===== config.mk =====
export PLATFORM = sky130hd
export DESIGN_NAME = ccrf_core_regs
export DESIGN_NICKNAME = d
export VERILOG_FILES = /design/src/ccrf_pkg.sv /design/src/ccrf_core_regs.sv
export SDC_FILE = /design/constraint.sdc
export NUM_CORES = 1
export LEC_CHECK = 0
export BUFFER_PORTS_ARGS = -buffer_cell sky130_fd_sc_hd__buf_2
export CAP_MARGIN = 20
export CORE_MARGIN = 3
export CORE_UTILIZATION = 65
export CTS_BUF_LIST = sky130_fd_sc_hd__clkbuf_8
export DETAILED_ROUTE_END_ITERATION = 6
export PLACE_DENSITY = 0.85
export SYNTH_ARGS = -nofsm -noshare
export SYNTH_HDL_FRONTEND = slang
export SYNTH_SLANG_ARGS = --single-unit

===== constraint.sdc =====
create_clock -name clock -period 9.85 [get_ports clock]
set_clock_uncertainty 0.2 [all_clocks]
set_input_delay 0 -clock clock [delete_from_list [all_inputs] [get_ports clock]]
set_output_delay 0 -clock clock [all_outputs]
set_load 0.1 [all_outputs]

===== src/ccrf_pkg.sv =====
// Purpose: Shared constants and types for the core register set.
// Assumes: One core clock, synchronous active-high reset.
// Notes: Registers are reached only through the instruction command port.
package ccrf_pkg;

  localparam int CC_C = 0;
  localparam int CC_Z = 1;
  localparam int CC_N = 2;
  localparam int CC_I0 = 3;
  localparam int CC_H = 4;
  localparam int CC_I1 = 5;
  localparam int FRAME_MAX = 5;
  localparam logic [7:0] CC_RESET = 8'he8;
  localparam logic [7:0] CC_FIXED = 8'hc0;
  localparam logic [7:0] SP_HIGH = 8'h01;
  localparam logic [7:0] SP_LOW_RESET = 8'hff;
  localparam logic [15:0] PC_RESET = 16'h0000;
  localparam logic [1:0] LVL_MAIN = 2'h2;
  localparam logic [1:0] LVL_DISABLE = 2'h3;
  localparam logic [2:0] FRAME_IRQ = 3'h5;
  localparam logic [2:0] FRAME_CALL = 3'h2;
  localparam logic [2:0] FRAME_FLAGS = 3'h1;

  typedef enum logic [4:0] {
    OP_NOP = 5'h00, OP_LOAD = 5'h01, OP_ADD = 5'h02, OP_ADC = 5'h03,
    OP_SUB = 5'h04, OP_SBC = 5'h05, OP_AND = 5'h06, OP_OR = 5'h07,
    OP_XOR = 5'h08, OP_SHL = 5'h09, OP_SHR = 5'h0a, OP_ROL = 5'h0b,
    OP_ROR = 5'h0c, OP_SET_CARRY = 5'h0d, OP_CLEAR_CARRY = 5'h0e,
    OP_UNMASK_IRQ = 5'h0f, OP_MASK_IRQ = 5'h10, OP_HALT = 5'h11,
    OP_WAIT_FOR_IRQ = 5'h12, OP_PUSH_FLAGS = 5'h13, OP_POP_FLAGS = 5'h14,
    OP_BRANCH = 5'h15, OP_BIT_TEST = 5'h16, OP_JUMP = 5'h17,
    OP_CALL = 5'h18, OP_RETURN = 5'h19, OP_IRQ_ENTRY = 5'h1a,
    OP_RETURN_FROM_INTERRUPT = 5'h1b, OP_PREFIX = 5'h1c,
    OP_RESET_SP = 5'h1d
  } ccrf_op_e;

  typedef enum logic [2:0] {
    COND_HALF = 3'h0, COND_NO_HALF = 3'h1, COND_MINUS = 3'h2,
    COND_PLUS = 3'h3, COND_EQUAL = 3'h4, COND_NOT_EQUAL = 3'h5,
    COND_CARRY = 3'h6, COND_NO_CARRY = 3'h7
  } ccrf_cond_e;

  typedef enum logic [1:0] {
    DST_ACC = 2'h0, DST_X = 2'h1, DST_Y = 2'h2
  } ccrf_dst_e;

  typedef enum logic [2:0] {
    SEQ_IDLE = 3'h0, SEQ_PUSH = 3'h1, SEQ_POP_REQ = 3'h2,
    SEQ_POP_WAIT = 3'h3, SEQ_POP_DONE = 3'h4
  } ccrf_seq_e;

  typedef struct packed {
    logic valid;
    ccrf_op_e op;
    ccrf_cond_e cond;
    ccrf_dst_e dst;
    logic [1:0] len;
    logic [7:0] data;
    logic [15:0] addr;
  } ccrf_cmd_s;

  typedef struct packed {
    logic we;
    logic re;
    logic [15:0] addr;
    logic [7:0] data;
  } ccrf_stack_s;

endpackage : ccrf_pkg


===== src/ccrf_core_regs.sv =====
// Purpose: Accumulator, index, program counter, stack pointer and flags.
// Assumes: Stack memory returns read data in the cycle re is high.
// Notes: Only the command port reaches these registers.
`timescale 1ns/100ps

module ccrf_core_regs
  import ccrf_pkg::*;
(
  input wire logic clock,
  input wire logic reset,
  input wire ccrf_cmd_s cmd,
  input wire logic [7:0] stackRdData,
  output logic cmdReady,
  output logic [7:0] accumulator,
  output logic [7:0] indexX,
  output logic [7:0] indexY,
  output logic [15:0] programCounter,
  output logic [15:0] stackPointer,
  output logic [7:0] conditionFlags,
  output logic branchTaken,
  output ccrf_stack_s stack
);

  // ==========================================================
  // Storage
  logic [7:0] acc_reg;
  logic [7:0] x_reg;
  logic [7:0] y_reg;
  logic [7:0] pcl_reg;
  logic [7:0] pch_reg;
  logic [7:0] spLow_reg;
  logic [7:0] cc_reg;
  logic prefix_reg;
  logic ready_reg;
  logic taken_reg;
  ccrf_stack_s stack_reg;
  ccrf_seq_e seq_reg;
  logic [2:0] idx_reg;
  logic [2:0] len_reg;
  ccrf_op_e kind_reg;
  logic [7:0] frame_reg [0:FRAME_MAX-1];
  logic [7:0] frameInit [0:FRAME_MAX-1];

  logic accept;
  logic seqStart;
  logic isPush;
  logic popDone;
  logic [2:0] seqLen;
  logic [2:0] slot;
  ccrf_dst_e dstSel;
  logic [7:0] opnd;
  logic [7:0] res;
  logic [7:0] disp;
  logic [8:0] wide;
  logic [4:0] half;
  logic carryIn;
  logic wrDst;
  logic updC;
  logic updH;
  logic updNZ;
  logic cOut;
  logic taken;
  logic [15:0] pcCur;
  logic [15:0] pcSeq;
  logic [15:0] pcBranch;

  // ==========================================================
  // Command decode
  assign accept = cmd.valid && ready_reg;
  assign pcCur = {pch_reg, pcl_reg};
  assign pcSeq = pcCur + {14'h0000, cmd.len};
  assign pcBranch = pcSeq + {{8{disp[7]}}, disp};
  assign popDone = seq_reg == SEQ_POP_DONE;
  assign slot = len_reg - 3'h1 - idx_reg;
  assign carryIn = (cmd.op == OP_ADC || cmd.op == OP_SBC) && cc_reg[CC_C];

  always_comb begin
    dstSel = cmd.dst;
    if (prefix_reg && cmd.dst == DST_X) begin
      dstSel = DST_Y;
    end
  end

  always_comb begin
    seqLen = FRAME_FLAGS;
    isPush = 1'b0;
    seqStart = 1'b0;
    case (cmd.op)
      OP_IRQ_ENTRY: begin
        seqLen = FRAME_IRQ;
        isPush = 1'b1;
        seqStart = accept;
      end
      OP_CALL: begin
        seqLen = FRAME_CALL;
        isPush = 1'b1;
        seqStart = accept;
      end
      OP_PUSH_FLAGS: begin
        isPush = 1'b1;
        seqStart = accept;
      end
      OP_RETURN_FROM_INTERRUPT: begin
        seqLen = FRAME_IRQ;
        seqStart = accept;
      end
      OP_RETURN: begin
        seqLen = FRAME_CALL;
        seqStart = accept;
      end
      OP_POP_FLAGS: begin
        seqStart = accept;
      end
      default: begin
        seqStart = 1'b0;
      end
    endcase
  end

  // The saved frame leaves the second index register out.
  always_comb begin
    frameInit[0] = cc_reg;
    frameInit[1] = pcSeq[15:8];
    frameInit[2] = x_reg;
    frameInit[3] = acc_reg;
    frameInit[4] = cc_reg;
    if (cmd.op == OP_CALL) begin
      frameInit[0] = pcSeq[7:0];
    end else if (cmd.op == OP_IRQ_ENTRY) begin
      frameInit[0] = pcCur[7:0];
      frameInit[1] = pcCur[15:8];
    end
  end

  // ==========================================================
  // Arithmetic and flag results
  always_comb begin
    case (dstSel)
      DST_X: opnd = x_reg;
      DST_Y: opnd = y_reg;
      default: opnd = acc_reg;
    endcase
    half = {1'b0, opnd[3:0]} + {1'b0, cmd.data[3:0]} + {4'h0, carryIn};
    wide = 9'h000;
    res = opnd;
    disp = cmd.data;
    cOut = cc_reg[CC_C];
    wrDst = 1'b0;
    updC = 1'b0;
    updH = 1'b0;
    updNZ = 1'b0;
    taken = 1'b0;
    case (cmd.op)
      OP_LOAD: begin
        res = cmd.data;
        wrDst = 1'b1;
        updNZ = 1'b1;
      end
      OP_ADD, OP_ADC: begin
        wide = {1'b0, opnd} + {1'b0, cmd.data} + {8'h00, carryIn};
        res = wide[7:0];
        cOut = wide[8];
        wrDst = 1'b1;
        updC = 1'b1;
        updH = 1'b1;
        updNZ = 1'b1;
      end
      OP_SUB, OP_SBC: begin
        wide = {1'b0, opnd} - {1'b0, cmd.data} - {8'h00, carryIn};
        res = wide[7:0];
        cOut = wide[8];
        wrDst = 1'b1;
        updC = 1'b1;
        updNZ = 1'b1;
      end
      OP_AND, OP_OR, OP_XOR: begin
        if (cmd.op == OP_AND) begin
          res = opnd & cmd.data;
        end else if (cmd.op == OP_OR) begin
          res = opnd | cmd.data;
        end else begin
          res = opnd ^ cmd.data;
        end
        wrDst = 1'b1;
        updNZ = 1'b1;
      end
      OP_SHL, OP_ROL: begin
        res = {opnd[6:0], cmd.op == OP_ROL && cc_reg[CC_C]};
        cOut = opnd[7];
        wrDst = 1'b1;
        updC = 1'b1;
        updNZ = 1'b1;
      end
      OP_SHR, OP_ROR: begin
        res = {cmd.op == OP_ROR && cc_reg[CC_C], opnd[7:1]};
        cOut = opnd[0];
        wrDst = 1'b1;
        updC = 1'b1;
        updNZ = 1'b1;
      end
      OP_SET_CARRY, OP_CLEAR_CARRY: begin
        cOut = cmd.op == OP_SET_CARRY;
        updC = 1'b1;
      end
      OP_BIT_TEST: begin
        cOut = cmd.data[cmd.cond];
        updC = 1'b1;
        taken = cOut;
        disp = cmd.addr[7:0];
      end
      OP_BRANCH: begin
        case (cmd.cond)
          COND_HALF: taken = cc_reg[CC_H];
          COND_NO_HALF: taken = !cc_reg[CC_H];
          COND_MINUS: taken = cc_reg[CC_N];
          COND_PLUS: taken = !cc_reg[CC_N];
          COND_EQUAL: taken = cc_reg[CC_Z];
          COND_NOT_EQUAL: taken = !cc_reg[CC_Z];
          COND_CARRY: taken = cc_reg[CC_C];
          default: taken = !cc_reg[CC_C];
        endcase
      end
      default: begin
        taken = 1'b0;
      end
    endcase
  end

  // ==========================================================
  // Data registers
  always_ff @(posedge clock) begin
    if (reset) begin
      acc_reg <= 8'h00;
    end else if (popDone && kind_reg == OP_RETURN_FROM_INTERRUPT) begin
      acc_reg <= frame_reg[3];
    end else if (accept && wrDst && dstSel == DST_ACC) begin
      acc_reg <= res;
    end
  end

  always_ff @(posedge clock) begin
    if (reset) begin
      x_reg <= 8'h00;
    end else if (popDone && kind_reg == OP_RETURN_FROM_INTERRUPT) begin
      x_reg <= frame_reg[2];
    end else if (accept && wrDst && dstSel == DST_X) begin
      x_reg <= res;
    end
  end

  always_ff @(posedge clock) begin
    if (reset) begin
      y_reg <= 8'h00;
    end else if (accept && wrDst && dstSel == DST_Y) begin
      y_reg <= res;
    end
  end

  always_ff @(posedge clock) begin
    if (reset) begin
      prefix_reg <= 1'b0;
    end else if (accept) begin
      prefix_reg <= cmd.op == OP_PREFIX;
    end
  end

  // ==========================================================
  // Program counter and stack pointer
  always_ff @(posedge clock) begin
    if (reset) begin
      {pch_reg, pcl_reg} <= PC_RESET;
    end else if (popDone && (kind_reg == OP_RETURN ||
                 kind_reg == OP_RETURN_FROM_INTERRUPT)) begin
      {pch_reg, pcl_reg} <= {frame_reg[1], frame_reg[0]};
    end else if (accept) begin
      case (cmd.op)
        OP_JUMP, OP_CALL, OP_IRQ_ENTRY: begin
          {pch_reg, pcl_reg} <= cmd.addr;
        end
        OP_RETURN, OP_RETURN_FROM_INTERRUPT: begin
          {pch_reg, pcl_reg} <= pcCur;
        end
        default: begin
          {pch_reg, pcl_reg} <= taken ? pcBranch : pcSeq;
        end
      endcase
    end
  end

  always_ff @(posedge clock) begin
    if (reset) begin
      spLow_reg <= SP_LOW_RESET;
    end else if (seq_reg == SEQ_PUSH) begin
      spLow_reg <= spLow_reg - 8'h01;
    end else if (seq_reg == SEQ_POP_REQ) begin
      spLow_reg <= spLow_reg + 8'h01;
    end else if (accept && cmd.op == OP_RESET_SP) begin
      spLow_reg <= SP_LOW_RESET;
    end
  end

  // ==========================================================
  // Condition flags
  always_ff @(posedge clock) begin
    if (reset) begin
      cc_reg <= CC_RESET;
    end else if (popDone && kind_reg != OP_RETURN) begin
      cc_reg <= frame_reg[len_reg - 3'h1] | CC_FIXED;
    end else if (accept) begin
      if (updC) begin
        cc_reg[CC_C] <= cOut;
      end
      if (updH) begin
        cc_reg[CC_H] <= half[4];
      end
      if (updNZ) begin
        cc_reg[CC_N] <= res[7];
        cc_reg[CC_Z] <= res == 8'h00;
      end
      case (cmd.op)
        OP_UNMASK_IRQ, OP_HALT, OP_WAIT_FOR_IRQ: begin
          {cc_reg[CC_I1], cc_reg[CC_I0]} <= LVL_MAIN;
        end
        OP_MASK_IRQ: begin
          {cc_reg[CC_I1], cc_reg[CC_I0]} <= LVL_DISABLE;
        end
        OP_IRQ_ENTRY: begin
          {cc_reg[CC_I1], cc_reg[CC_I0]} <= cmd.data[1:0];
        end
        default: begin
          cc_reg[CC_I0] <= cc_reg[CC_I0];
        end
      endcase
    end
  end

  always_ff @(posedge clock) begin
    if (reset) begin
      taken_reg <= 1'b0;
    end else begin
      taken_reg <= accept && taken;
    end
  end

  // ==========================================================
  // Stack sequencer
  always_ff @(posedge clock) begin
    if (reset) begin
      seq_reg <= SEQ_IDLE;
      idx_reg <= 3'h0;
      len_reg <= 3'h0;
      kind_reg <= OP_NOP;
      ready_reg <= 1'b1;
      stack_reg <= '0;
      for (int i = 0; i < FRAME_MAX; i++) begin
        frame_reg[i] <= 8'h00;
      end
    end else begin
      stack_reg.we <= 1'b0;
      stack_reg.re <= 1'b0;
      case (seq_reg)
        SEQ_IDLE: begin
          if (seqStart) begin
            kind_reg <= cmd.op;
            len_reg <= seqLen;
            idx_reg <= 3'h0;
            ready_reg <= 1'b0;
            seq_reg <= isPush ? SEQ_PUSH : SEQ_POP_REQ;
            for (int i = 0; i < FRAME_MAX; i++) begin
              frame_reg[i] <= frameInit[i];
            end
          end
        end
        SEQ_PUSH: begin
          stack_reg.we <= 1'b1;
          stack_reg.addr <= {SP_HIGH, spLow_reg};
          stack_reg.data <= frame_reg[idx_reg];
          idx_reg <= idx_reg + 3'h1;
          if (idx_reg == len_reg - 3'h1) begin
            seq_reg <= SEQ_IDLE;
            ready_reg <= 1'b1;
          end
        end
        SEQ_POP_REQ: begin
          stack_reg.re <= 1'b1;
          stack_reg.addr <= {SP_HIGH, spLow_reg + 8'h01};
          seq_reg <= SEQ_POP_WAIT;
        end
        SEQ_POP_WAIT: begin
          frame_reg[slot] <= stackRdData;
          idx_reg <= idx_reg + 3'h1;
          if (idx_reg == len_reg - 3'h1) begin
            seq_reg <= SEQ_POP_DONE;
          end else begin
            seq_reg <= SEQ_POP_REQ;
          end
        end
        default: begin
          seq_reg <= SEQ_IDLE;
          ready_reg <= 1'b1;
        end
      endcase
    end
  end

  // ==========================================================
  // Outputs
  assign cmdReady = ready_reg;
  assign accumulator = acc_reg;
  assign indexX = x_reg;
  assign indexY = y_reg;
  assign programCounter = {pch_reg, pcl_reg};
  assign stackPointer = {SP_HIGH, spLow_reg};
  assign conditionFlags = cc_reg;
  assign branchTaken = taken_reg;
  assign stack = stack_reg;
endmodule : ccrf_core_regs


==> results of run 1 <==
## synthesized netlist by cell type (all sizes together), types with 8 or more instances
library cell  instances  area share, %
a311oi               12           0.92
or3                  12           0.66
nor2                116            3.8
o21ai                67            2.9
ha                   54            5.9
nor3                 42            1.8
o21a                 12           0.79
buf                  38            2.0
mux2i                32            2.8
o22ai                10           0.55
nand2b               24            1.3
o211ai               23            1.5
nand3                36            1.6
xor2                 22            1.7
dfxtp                90             16
nand2               110            3.6
o2111ai               8           0.61
xnor2                28            2.1
a21o                 13           0.85
inv                  48            1.6
clkbuf               74            2.4
a211oi               35            2.3
and3                  8           0.44
edfxtp               64             17
a21oi                77            3.4
a22o                 40            3.1
mux4                 30            5.9
a221oi               11           0.90
a31oi                10           0.55
nor2b                14           0.77
a22oi                17            1.2
## stage by stage
step / worst slack (ns) / std cells / hold slack, ns / area [µm²] / utilization (%)
detailed placement: 5.17 / 1560 / 0.134 / 12000 / 71.3
finish: 4.56 / 1641 / 0.0508 / 12900 / 76.4
global placement: 5.30 / 1560 / 0.130 / 12000 / 71.3
global route: 4.14 / 1641 / 0.0873 / 12900 / 76.4
CTS: 4.63 / 1638 / 0.0201 / 12800 / 76.1
floorplan: 5.34 / 1310 / -0.101 / 11500 / -
## power by group through the flow
stage,clock [mW],combinational (mW),sequential (mW)
2_1_floorplan,0,0.521,1.16
3_3_place_gp,0,1.02,0.839
3_5_place_dp,0,1.04,0.842
4_1_cts,0.448,1.07,0.828
5_1_grt,0.472,1.16,0.835
6_report,0.451,1.10,0.826
## logic make-up after synthesis
family	after synthesis
AO/OA/AOI/OAI	390
XOR/XNOR	50
adder cells (fa/ha/maj)	61
buffers and inverters	160
flip-flops	154
multiplexers	63
other	2
AND/OR/NAND/NOR	415
## area by class of cell
type	count	area (µm²)	share of cell area, %
Inverter	48	180	1.40
Sequential cell	154	3720	28.9
Clock inverter	15	119	0.922
Clock buffer	17	234	1.82
Tap cell	220	275	2.14
Multi-Input combinational cell	996	7090	55.0
Timing Repair Buffer	191	1260	9.81
## per-layer routing
| layer | up-vias | global-route usage [%] | share of wire (%) |
|---|---|---|---|
| met5 | - | 0 | 0 |
| met4 | 0 | 19.9 | 6.2 |
| met3 | 207 | 9.69 | 12 |
| met2 | 872 | 60.6 | 45 |
| met1 | 5470 | 49.8 | 36 |
| li1 | 5061 | - | - |
## repair_timing
item | in CTS | in global routing
hold endpoints to repair | 111 | 0
setup buffers | 0 | 0
hold buffers | 46 | 0
## worst reg2reg max path, delay by kind of cell (launching register included)
kind,cells,cell delay [ns]
AOI/OAI and AO/OA,7,2.27
adders and majority gates,3,1.24
buffers and inverters,4,0.87
DFF,1,0.39
xor gates and xnor gates,1,0.17
and+or+nand+nor,1,0.13
## final timing paths
path                  endpoint        start  slack (ns)  cells past startpoint
min reg2reg        kind_reg[4]  kind_reg[4]        0.26                      2
max             accumulator[6]   prefix_reg        4.56                     16
max reg2reg     accumulator[6]   prefix_reg        4.56                     16
min          conditionFlags[3]      cmd[16]        0.05                      6
==> impl_metrics.yaml, run 1 <==
routing:
  vias: 11600
  drt_iter0_drc: 1624
  first_pass_iters: 6
  ant_nets: 0
  vias_per_cell: 7.07
  routed_wl_um: 38600
  wire_per_inst_um: 23.5
  drc_errors: 0
worst_setup_path:
  critical_path_class: "flip-flop to flip-flop"
  path_max_fanout: 11
  crit_required_ns: 10.07
  crit_path_max_incr_delay_ns: 0.59
  worstSetupEndpointType: "flip-flop"
  crit_chain: "inv_1 -> o21a_1 -> inv_1 -> ha_1 -> a22oi_1 -> o21ai_0 -> inv_1 -> ha_1 -> ha_1 -> a2111oi_0 -> nor2_1 -> xnor2_1 -> o211ai_1 -> o2111ai_1 -> a311oi_1 -> dlygate4sd3_1"
  slowest_stage: "dlygate4sd3_1"
  path_buf_inv: 4
  start_kind: "flip-flop"
  cp_data_arrival_time_ns: 5.51
  crit_family: "compound AO/OA/AOI/OAI gates"
synth:
  ys_ff_latch: 154
  avgSynthCellArea_um2: 8.84
  synth_top_family_by_area: "compound AO/OA/AOI/OAI gates"
  synth_compound_area_share_pct: 24.0
  synth_area_um2: 11400
  synth-seq-area-share_pct: 32.5
  synth_warnings: 0
  synth-simple-area-share_pct: 17.6
  synth_cell_type_count: 81
  netlist_instances: 1295
  synth_edf_count: 64
  synthMuxAreaShare_pct: 8.80
  synth_fa_ha_area_share_pct: 7.13
  ys.flop_type: "dfxtp_1"
  synthXorXnorAreaFrac_pct: 3.83
  async_reset_ff_share_pct: 0
floorplanning:
  start_util_pct: 67.8
  die_y_um: 139
  core-area_um2: 16900
  ioPinCount: 139
  die-area_um2: 19200
  rows: 47
  die_w_um: 139
timing:
  fin_setup_tns_ns: 0
  max_slew_margin_pct: 15.4
  tightest_slew_ns: 1.27
  maxSlewViolCount: 0
  fmax_mhz: 189
  finalCritPeriodShare_pct: 53.7
  setup_viol: 0
  hold_viol: 0
  period_minus_slack_ns: 5.29
  rsz0062_at_grt: "no"
final_layout:
  fillCellCount: 1188
  largest_reg_flops: 64
  diodes: 0
  final_layout_size_suffix_gt1_share_pct: 15.5
  final_cell_mix: "buf_2 (122), nor2_1 (114), nand2_1 (110)"
  area_growth_pct: 12.6
  fin_nets: 1516
  final_common_cell: "buf_2"
pwr:
  combPwrFrac_pct: 46.3
  clkPwrFrac_pct: 19.0
  p_total_mw: 2.38
  peakVddDrop_mv: 0.285
  p_switching_mw: 1.16
  power.internal_mw: 1.21
  leakage_nw: 5.10
  powerDensity_nw_per_um2: 185
  pwr-share-seq_pct: 34.7
  switching_share_pct: 48.9
clock_tree:
  cts_inserted_buffers: 17
  htreeDepth: 4
  clkSinkCount: 154
  clkLatencyLatePin_ns: 0.47
  cts_root_buffer: "clkbuf_8"
  cts_resized: 0
  clk_pin_slew_worst_paths_ns: 0.10
  clk_path_buf_depth: 2
  cts_tree: "yes"
hold_path:
  hold_path_class: "primary input to flip-flop"
place:
  routabilityCongestion: 1.06
  io_buffers: 121
  dpl.hpwl_um: 28000
global_routing:
  antenna_found_initial: 0
  grt_max_degree: 49
  grt_pass1_vias: 10800
  grt_pass1_wl_um: 59700
  groute.usage.overall_pct: 38.6
  overflow: 0
job:
  drv_cap: 0
outcome:
  status: "finished, final reports clean"
(Power assumes the default switching activity.)
==> run 2, diff against run 1 <==
--- a/config.mk
+++ b/config.mk
@@ -8,10 +8,10 @@
 export BUFFER_PORTS_ARGS = -buffer_cell sky130_fd_sc_hd__buf_2
 export CAP_MARGIN = 20
 export CORE_MARGIN = 3
-export CORE_UTILIZATION = 65
+export CORE_UTILIZATION = 61
 export CTS_BUF_LIST = sky130_fd_sc_hd__clkbuf_8
 export DETAILED_ROUTE_END_ITERATION = 6
-export PLACE_DENSITY = 0.85
+export PLACE_DENSITY = 0.8
 export SYNTH_ARGS = -nofsm -noshare
 export SYNTH_HDL_FRONTEND = slang
 export SYNTH_SLANG_ARGS = --single-unit
==> constraint.sdc (replaced) <==
create_clock -name clock -period 5.5 [get_ports clock]
set_clock_uncertainty 0.2 [all_clocks]
set_input_delay 0 -clock clock [delete_from_list [all_inputs] [get_ports clock]]
set_output_delay 0 -clock clock [all_outputs]
set_load 0.1 [all_outputs]
==> impl_metrics.yaml, run 2 (synthesized netlist as in run 1, its figures left out) <==
outcome:
  status: "finished with violations"
  failed_checks: "design-rule violations"
worst_setup_path:
  crit_family: "compound AO/OA/AOI/OAI gates"
  worst_r2r_path_depth: 15
  crit_chain: "inv_1 -> o21a_1 -> inv_1 -> ha_1 -> a22oi_1 -> o21ai_0 -> inv_1 -> ha_1 -> ha_1 -> a2111oi_0 -> nor2_1 -> xnor2_1 -> o211ai_1 -> o2111ai_1 -> a311oi_1"
  cp_data_arrival_time_ns: 4.86
  critical_path_class: "flip-flop to flip-flop"
  start_kind: "flip-flop"
  path_max_fanout: 11
  rr_startpoint: "prefix_reg"
  crit_required_ns: 5.68
  path_buf_inv: 3
  slowest_stage: "a2111oi_0"
  crit_path_max_incr_delay_ns: 0.57
  rrSetupSlack_ns: 0.82
  worstSetupEndpointType: "flip-flop"
  reg2reg_to: "accumulator[6]"
clock_tree:
  cts_setup_buffers: 0
  clkSinkCount: 154
  cts_tree: "yes"
  clkLatencyLatePin_ns: 0.48
  cts_inserted_buffers: 17
  clk_path_buf_depth: 2
  clk_pin_slew_worst_paths_ns: 0.09
  htreeDepth: 4
  cts_root_buffer: "clkbuf_8"
timing:
  max_slew_margin_pct: 17.2
  fmax_mhz: 214
  maxSlewViolCount: 0
  period_minus_slack_ns: 4.68
  finalCritPeriodShare_pct: 85.1
  fin_setup_tns_ns: 0
  tightest_slew_ns: 1.24
  rsz0062_at_grt: "no"
  hold_viol: 0
  setup_viol: 0
global_routing:
  grt_pass1_wl_um: 58600
  antenna_found_initial: 0
  grt_max_degree: 54
  groute.usage.overall_pct: 36.8
  overflow: 0
  grt_pass1_vias: 10300
floorplanning:
  die_w_um: 143
  die_y_um: 143
  ioPinCount: 139
  start_util_pct: 62.8
  core-area_um2: 18200
  die-area_um2: 20400
  rows: 49
final_layout:
  fin_nets: 1515
  area_growth_pct: 12.9
  final_cell_mix: "buf_2 (121), nor2_1 (114), nand2_1 (110)"
  diodes: 0
  largest_reg_flops: 64
  final_layout_size_suffix_gt1_share_pct: 16.0
  final_common_cell: "buf_2"
routing:
  drc_errors: 3
  first_pass_iters: 7
  drt_iter0_drc: 1502
  routed_wl_um: 38100
  vias_per_cell: 6.86
  vias: 11300
  ant_nets: 0
  wire_per_inst_um: 23.1
hold_path:
  hold_depth: 5
  hold_start: "cmd[23]"
  hold_path_class: "primary input to flip-flop"
  whs_endpoint: "pch_reg[7]"
place:
  io_buffers: 121
  routabilityCongestion: 0.975
  dpl.hpwl_um: 27700
pwr:
  p_total_mw: 4.34
  leakage_nw: 5.11
  peakVddDrop_mv: 0.197
  powerDensity_nw_per_um2: 336
job:
  drv_cap: 0
-- run 2: changes by cell type in the layout (fill, tap and decap cells not counted), sizes merged --
| cell | before | now |
|---|---|---|
| buf | 144 | 149 |
| bufinv | 0 | 2 |
| clkbuf | 18 | 17 |
| clkinv | 2 | 3 |
| clkinvlp | 4 | 1 |
| dlygate4sd3 | 46 | 41 |
-- run 2: what timing repair did --
| action | CTS | global route |
|---|---|---|
| resized for setup | 0 | 0 |
| endpoints found under the hold margin | 102 | 0 |
| hold buffers | 41 | 0 |
-- run 2: tightest hold or removal path, cell delays in order --
cell      delay (ns)
buf_2           0.18
mux2i_1         0.16
a211oi_1        0.18
or4_1           0.13
nor2_1          0.04
-- run 2: final cells by class --
cell class              instances  area (µm²)
multi-input cells             996        7100
fillers                      1448        5290
repair buffers                190        1230
flip-flops and latches        154        3720
inverters                      48         180
clock buffers                  17         234
well taps                     229         287
clock inverters                15         176
-- run 2: worst max-delay path by stage --
stage                     cells after the start       start                 to
after global routing                         15  prefix_reg     accumulator[6]
after global placement                       15  prefix_reg  conditionFlags[1]
after floorplan                              14  pcl_reg[0]         pch_reg[7]
after CTS                                    15  prefix_reg     accumulator[6]
final                                        15  prefix_reg     accumulator[6]
after detailed placement                     15  prefix_reg  conditionFlags[1]
-- run 2: metal layers --
metal  global-route usage (%)  up-vias  routed length [µm]  share of wire, %
li1                         -     5065                   -                 -
met4                     15.3        0                1610               4.2
met2                     59.1      783               17700                46
met1                     49.3     5337               14700                38
met5                        0        -                   0                 0
met3                     6.50      122                4170                11
-- run 2: per-stage QoR --
step           cell area [µm²]  util (%)  std cells  hold slack (ns)  worst slack (ns)
2_1_floorplan            11500         -       1310           -0.101             0.986
3_5_place_dp             12100      66.5       1576            0.134             0.872
5_1_grt                  12900      71.0       1649           0.0975             0.349
6_report                 12900      71.0       1649           0.0615             0.820
4_1_cts                  12900      71.0       1649           0.0243             0.880
3_3_place_gp             12100      66.5       1576            0.131             0.878
-- run 2: power breakdown --
part,internal [mW],switching [mW],leakage (nW)
registers,1.32,0.154,1.36
clock network,0.421,0.496,0.208
logic,0.527,1.42,3.54
==> run 3, diff against run 2 <==
--- a/config.mk
+++ b/config.mk
@@ -11,6 +11,7 @@
 export CORE_UTILIZATION = 61
 export CTS_BUF_LIST = sky130_fd_sc_hd__clkbuf_8
 export DETAILED_ROUTE_END_ITERATION = 6
+export MAX_ROUTING_LAYER = met4
 export PLACE_DENSITY = 0.8
 export SYNTH_ARGS = -nofsm -noshare
 export SYNTH_HDL_FRONTEND = slang
==> impl_metrics.yaml, run 3 (synthesized netlist as in run 1, its figures left out) <==
global_routing:
  grt_max_degree: 53
  antenna_found_initial: 0
  grt_pass1_wl_um: 58800
  overflow: 0
  groute.usage.overall_pct: 38.1
  grt_pass1_vias: 10500
clock_tree:
  htreeDepth: 4
  clk_pin_slew_worst_paths_ns: 0.10
  cts_root_buffer: "clkbuf_8"
  cts_inserted_buffers: 17
  cts_setup_buffers: 0
  clk_path_buf_depth: 2
  clkSinkCount: 154
  clkLatencyLatePin_ns: 0.46
  cts_tree: "yes"
pwr:
  p_switching_mw: 2.05
  clkPwrFrac_pct: 20.7
  peakVddDrop_mv: 0.205
  combPwrFrac_pct: 45.2
  power.internal_mw: 2.25
  switching_share_pct: 47.6
  powerDensity_nw_per_um2: 334
  leakage_nw: 5.08
  pwr-share-seq_pct: 34.1
floorplanning:
  core-area_um2: 18200
  die_w_um: 143
  ioPinCount: 139
  die-area_um2: 20400
  die_y_um: 143
  rows: 49
  start_util_pct: 62.8
hold_path:
  hold_path_class: "primary input to flip-flop"
  hold_depth: 6
worst_setup_path:
  start_kind: "flip-flop"
  path_buf_inv: 3
  worstSetupPathDepth: 15
  worstSetupEndpointType: "flip-flop"
  worst_r2r_path_depth: 15
  path_max_fanout: 11
  crit_required_ns: 5.63
  crit_path_max_incr_delay_ns: 0.65
  cp_data_arrival_time_ns: 4.90
  crit_chain: "inv_1 -> o21a_1 -> inv_1 -> ha_1 -> a22oi_1 -> o21ai_0 -> inv_1 -> ha_1 -> ha_1 -> a2111oi_0 -> nor2_1 -> xnor2_1 -> o211ai_1 -> a2bb2oi_1 -> o41ai_2"
  slowest_stage: "a2111oi_0"
  critical_path_class: "flip-flop to flip-flop"
  crit_family: "compound AO/OA/AOI/OAI gates"
timing:
  maxSlewViolCount: 0
  rsz0062_at_grt: "no"
  setup_viol: 0
  fin_setup_tns_ns: 0
  period_minus_slack_ns: 4.77
  hold_viol: 0
  max_slew_margin_pct: 35.3
  fmax_mhz: 210
  finalCritPeriodShare_pct: 86.6
  tightest_slew_ns: 0.962
routing:
  routed_wl_um: 37800
  vias_per_cell: 6.87
  drc_errors: 0
  wire_per_inst_um: 23.0
  vias: 11300
  drt_iter0_drc: 1166
  first_pass_iters: 5
  ant_nets: 0
outcome:
  status: "finished, final reports clean"
place:
  io_buffers: 121
  dp_cells: 1577
  dpl.hpwl_um: 27800
  routabilityCongestion: 1.04
final_layout:
  area_growth_pct: 12.6
  fillCellCount: 1407
  fin_nets: 1513
  fin_cells: 1647
  diodes: 0
  final_cell_mix: "buf_2 (123), nor2_1 (114), nand2_1 (110)"
  final_common_cell: "buf_2"
  final_layout_size_suffix_gt1_share_pct: 16.2
  fin_util_pct: 70.7
  largest_reg_flops: 64
job:
  drv_cap: 0
-- run 3: cell types whose count changed in the layout (fill, tap and decap cells not counted), sizes merged --
cell | before | now
clkinvlp | 1 | 3
inv | 57 | 54
clkinv | 3 | 4
dlygate4sd3 | 41 | 36
buf | 149 | 152
-- run 3: per-stage QoR --
stage / hold slack, ns / setup slack, ns / instance area (µm²) / power, mW
after global routing: 0.0990 / 0.414 / 12900 / 4.50
after floorplan: -0.101 / 0.986 / 11500 / 3.01
final: 0.0347 / 0.735 / 12900 / 4.30
after global placement: 0.126 / 0.935 / 12100 / 3.35
after detailed placement: 0.127 / 0.855 / 12100 / 3.38
after CTS: 0.0170 / 0.836 / 12900 / 4.27
-- run 3: tightest hold or removal path, stage by stage --
cell,delay [ns]
buf_2,0.20
nand3_1,0.10
o21ai_0,0.08
nand3_1,0.08
nand3_1,0.10
a21o_1,0.11
-- run 3: worst paths after layout --
check              from                 to  slack [ns]
max          prefix_reg  conditionFlags[1]        0.73
min             cmd[16]  conditionFlags[3]        0.03
max reg2reg  prefix_reg  conditionFlags[1]        0.73
min reg2reg    stack[8]           stack[8]        0.25
-- run 3: area by class of cell --
| cell class | count | area (µm²) | area share (%) |
|---|---|---|---|
| Multi-Input combinational cell | 996 | 7100 | 55.1 |
| Clock inverter | 15 | 165 | 1.28 |
| Sequential cell | 154 | 3720 | 28.9 |
| Clock buffer | 17 | 234 | 1.82 |
| Timing Repair Buffer | 188 | 1190 | 9.27 |
| Tap cell | 229 | 287 | 2.22 |
| Inverter | 48 | 180 | 1.40 |
-- run 3: timing repair --
item,4_1_cts,5_1_grt
hold endpoints to repair,100,0
setup endpoints to repair,0,0
gates resized for setup,0,0
hold buffers,36,0
-- run 3: routing by layer --
| layer | up-vias | part of all wire [%] | GRT usage, % |
|---|---|---|---|
| li1 | 5064 | - | - |
| met1 | 5366 | 39 | 49.7 |
| met2 | 743 | 46 | 58.4 |
| met3 | 143 | 10 | 7.87 |
| met4 | 0 | 4.7 | 15.3 |
| met5 | - | 0 | - |
-- run 3: power by group through the flow --
stage / sequential [mW] / combinational, mW / clock, mW
6_report: 1.47 / 1.94 / 0.891
5_1_grt: 1.48 / 2.07 / 0.946
4_1_cts: 1.46 / 1.92 / 0.891
3_5_place_dp: 1.49 / 1.89 / 0
3_3_place_gp: 1.48 / 1.87 / 0
2_1_floorplan: 2.07 / 0.933 / 0
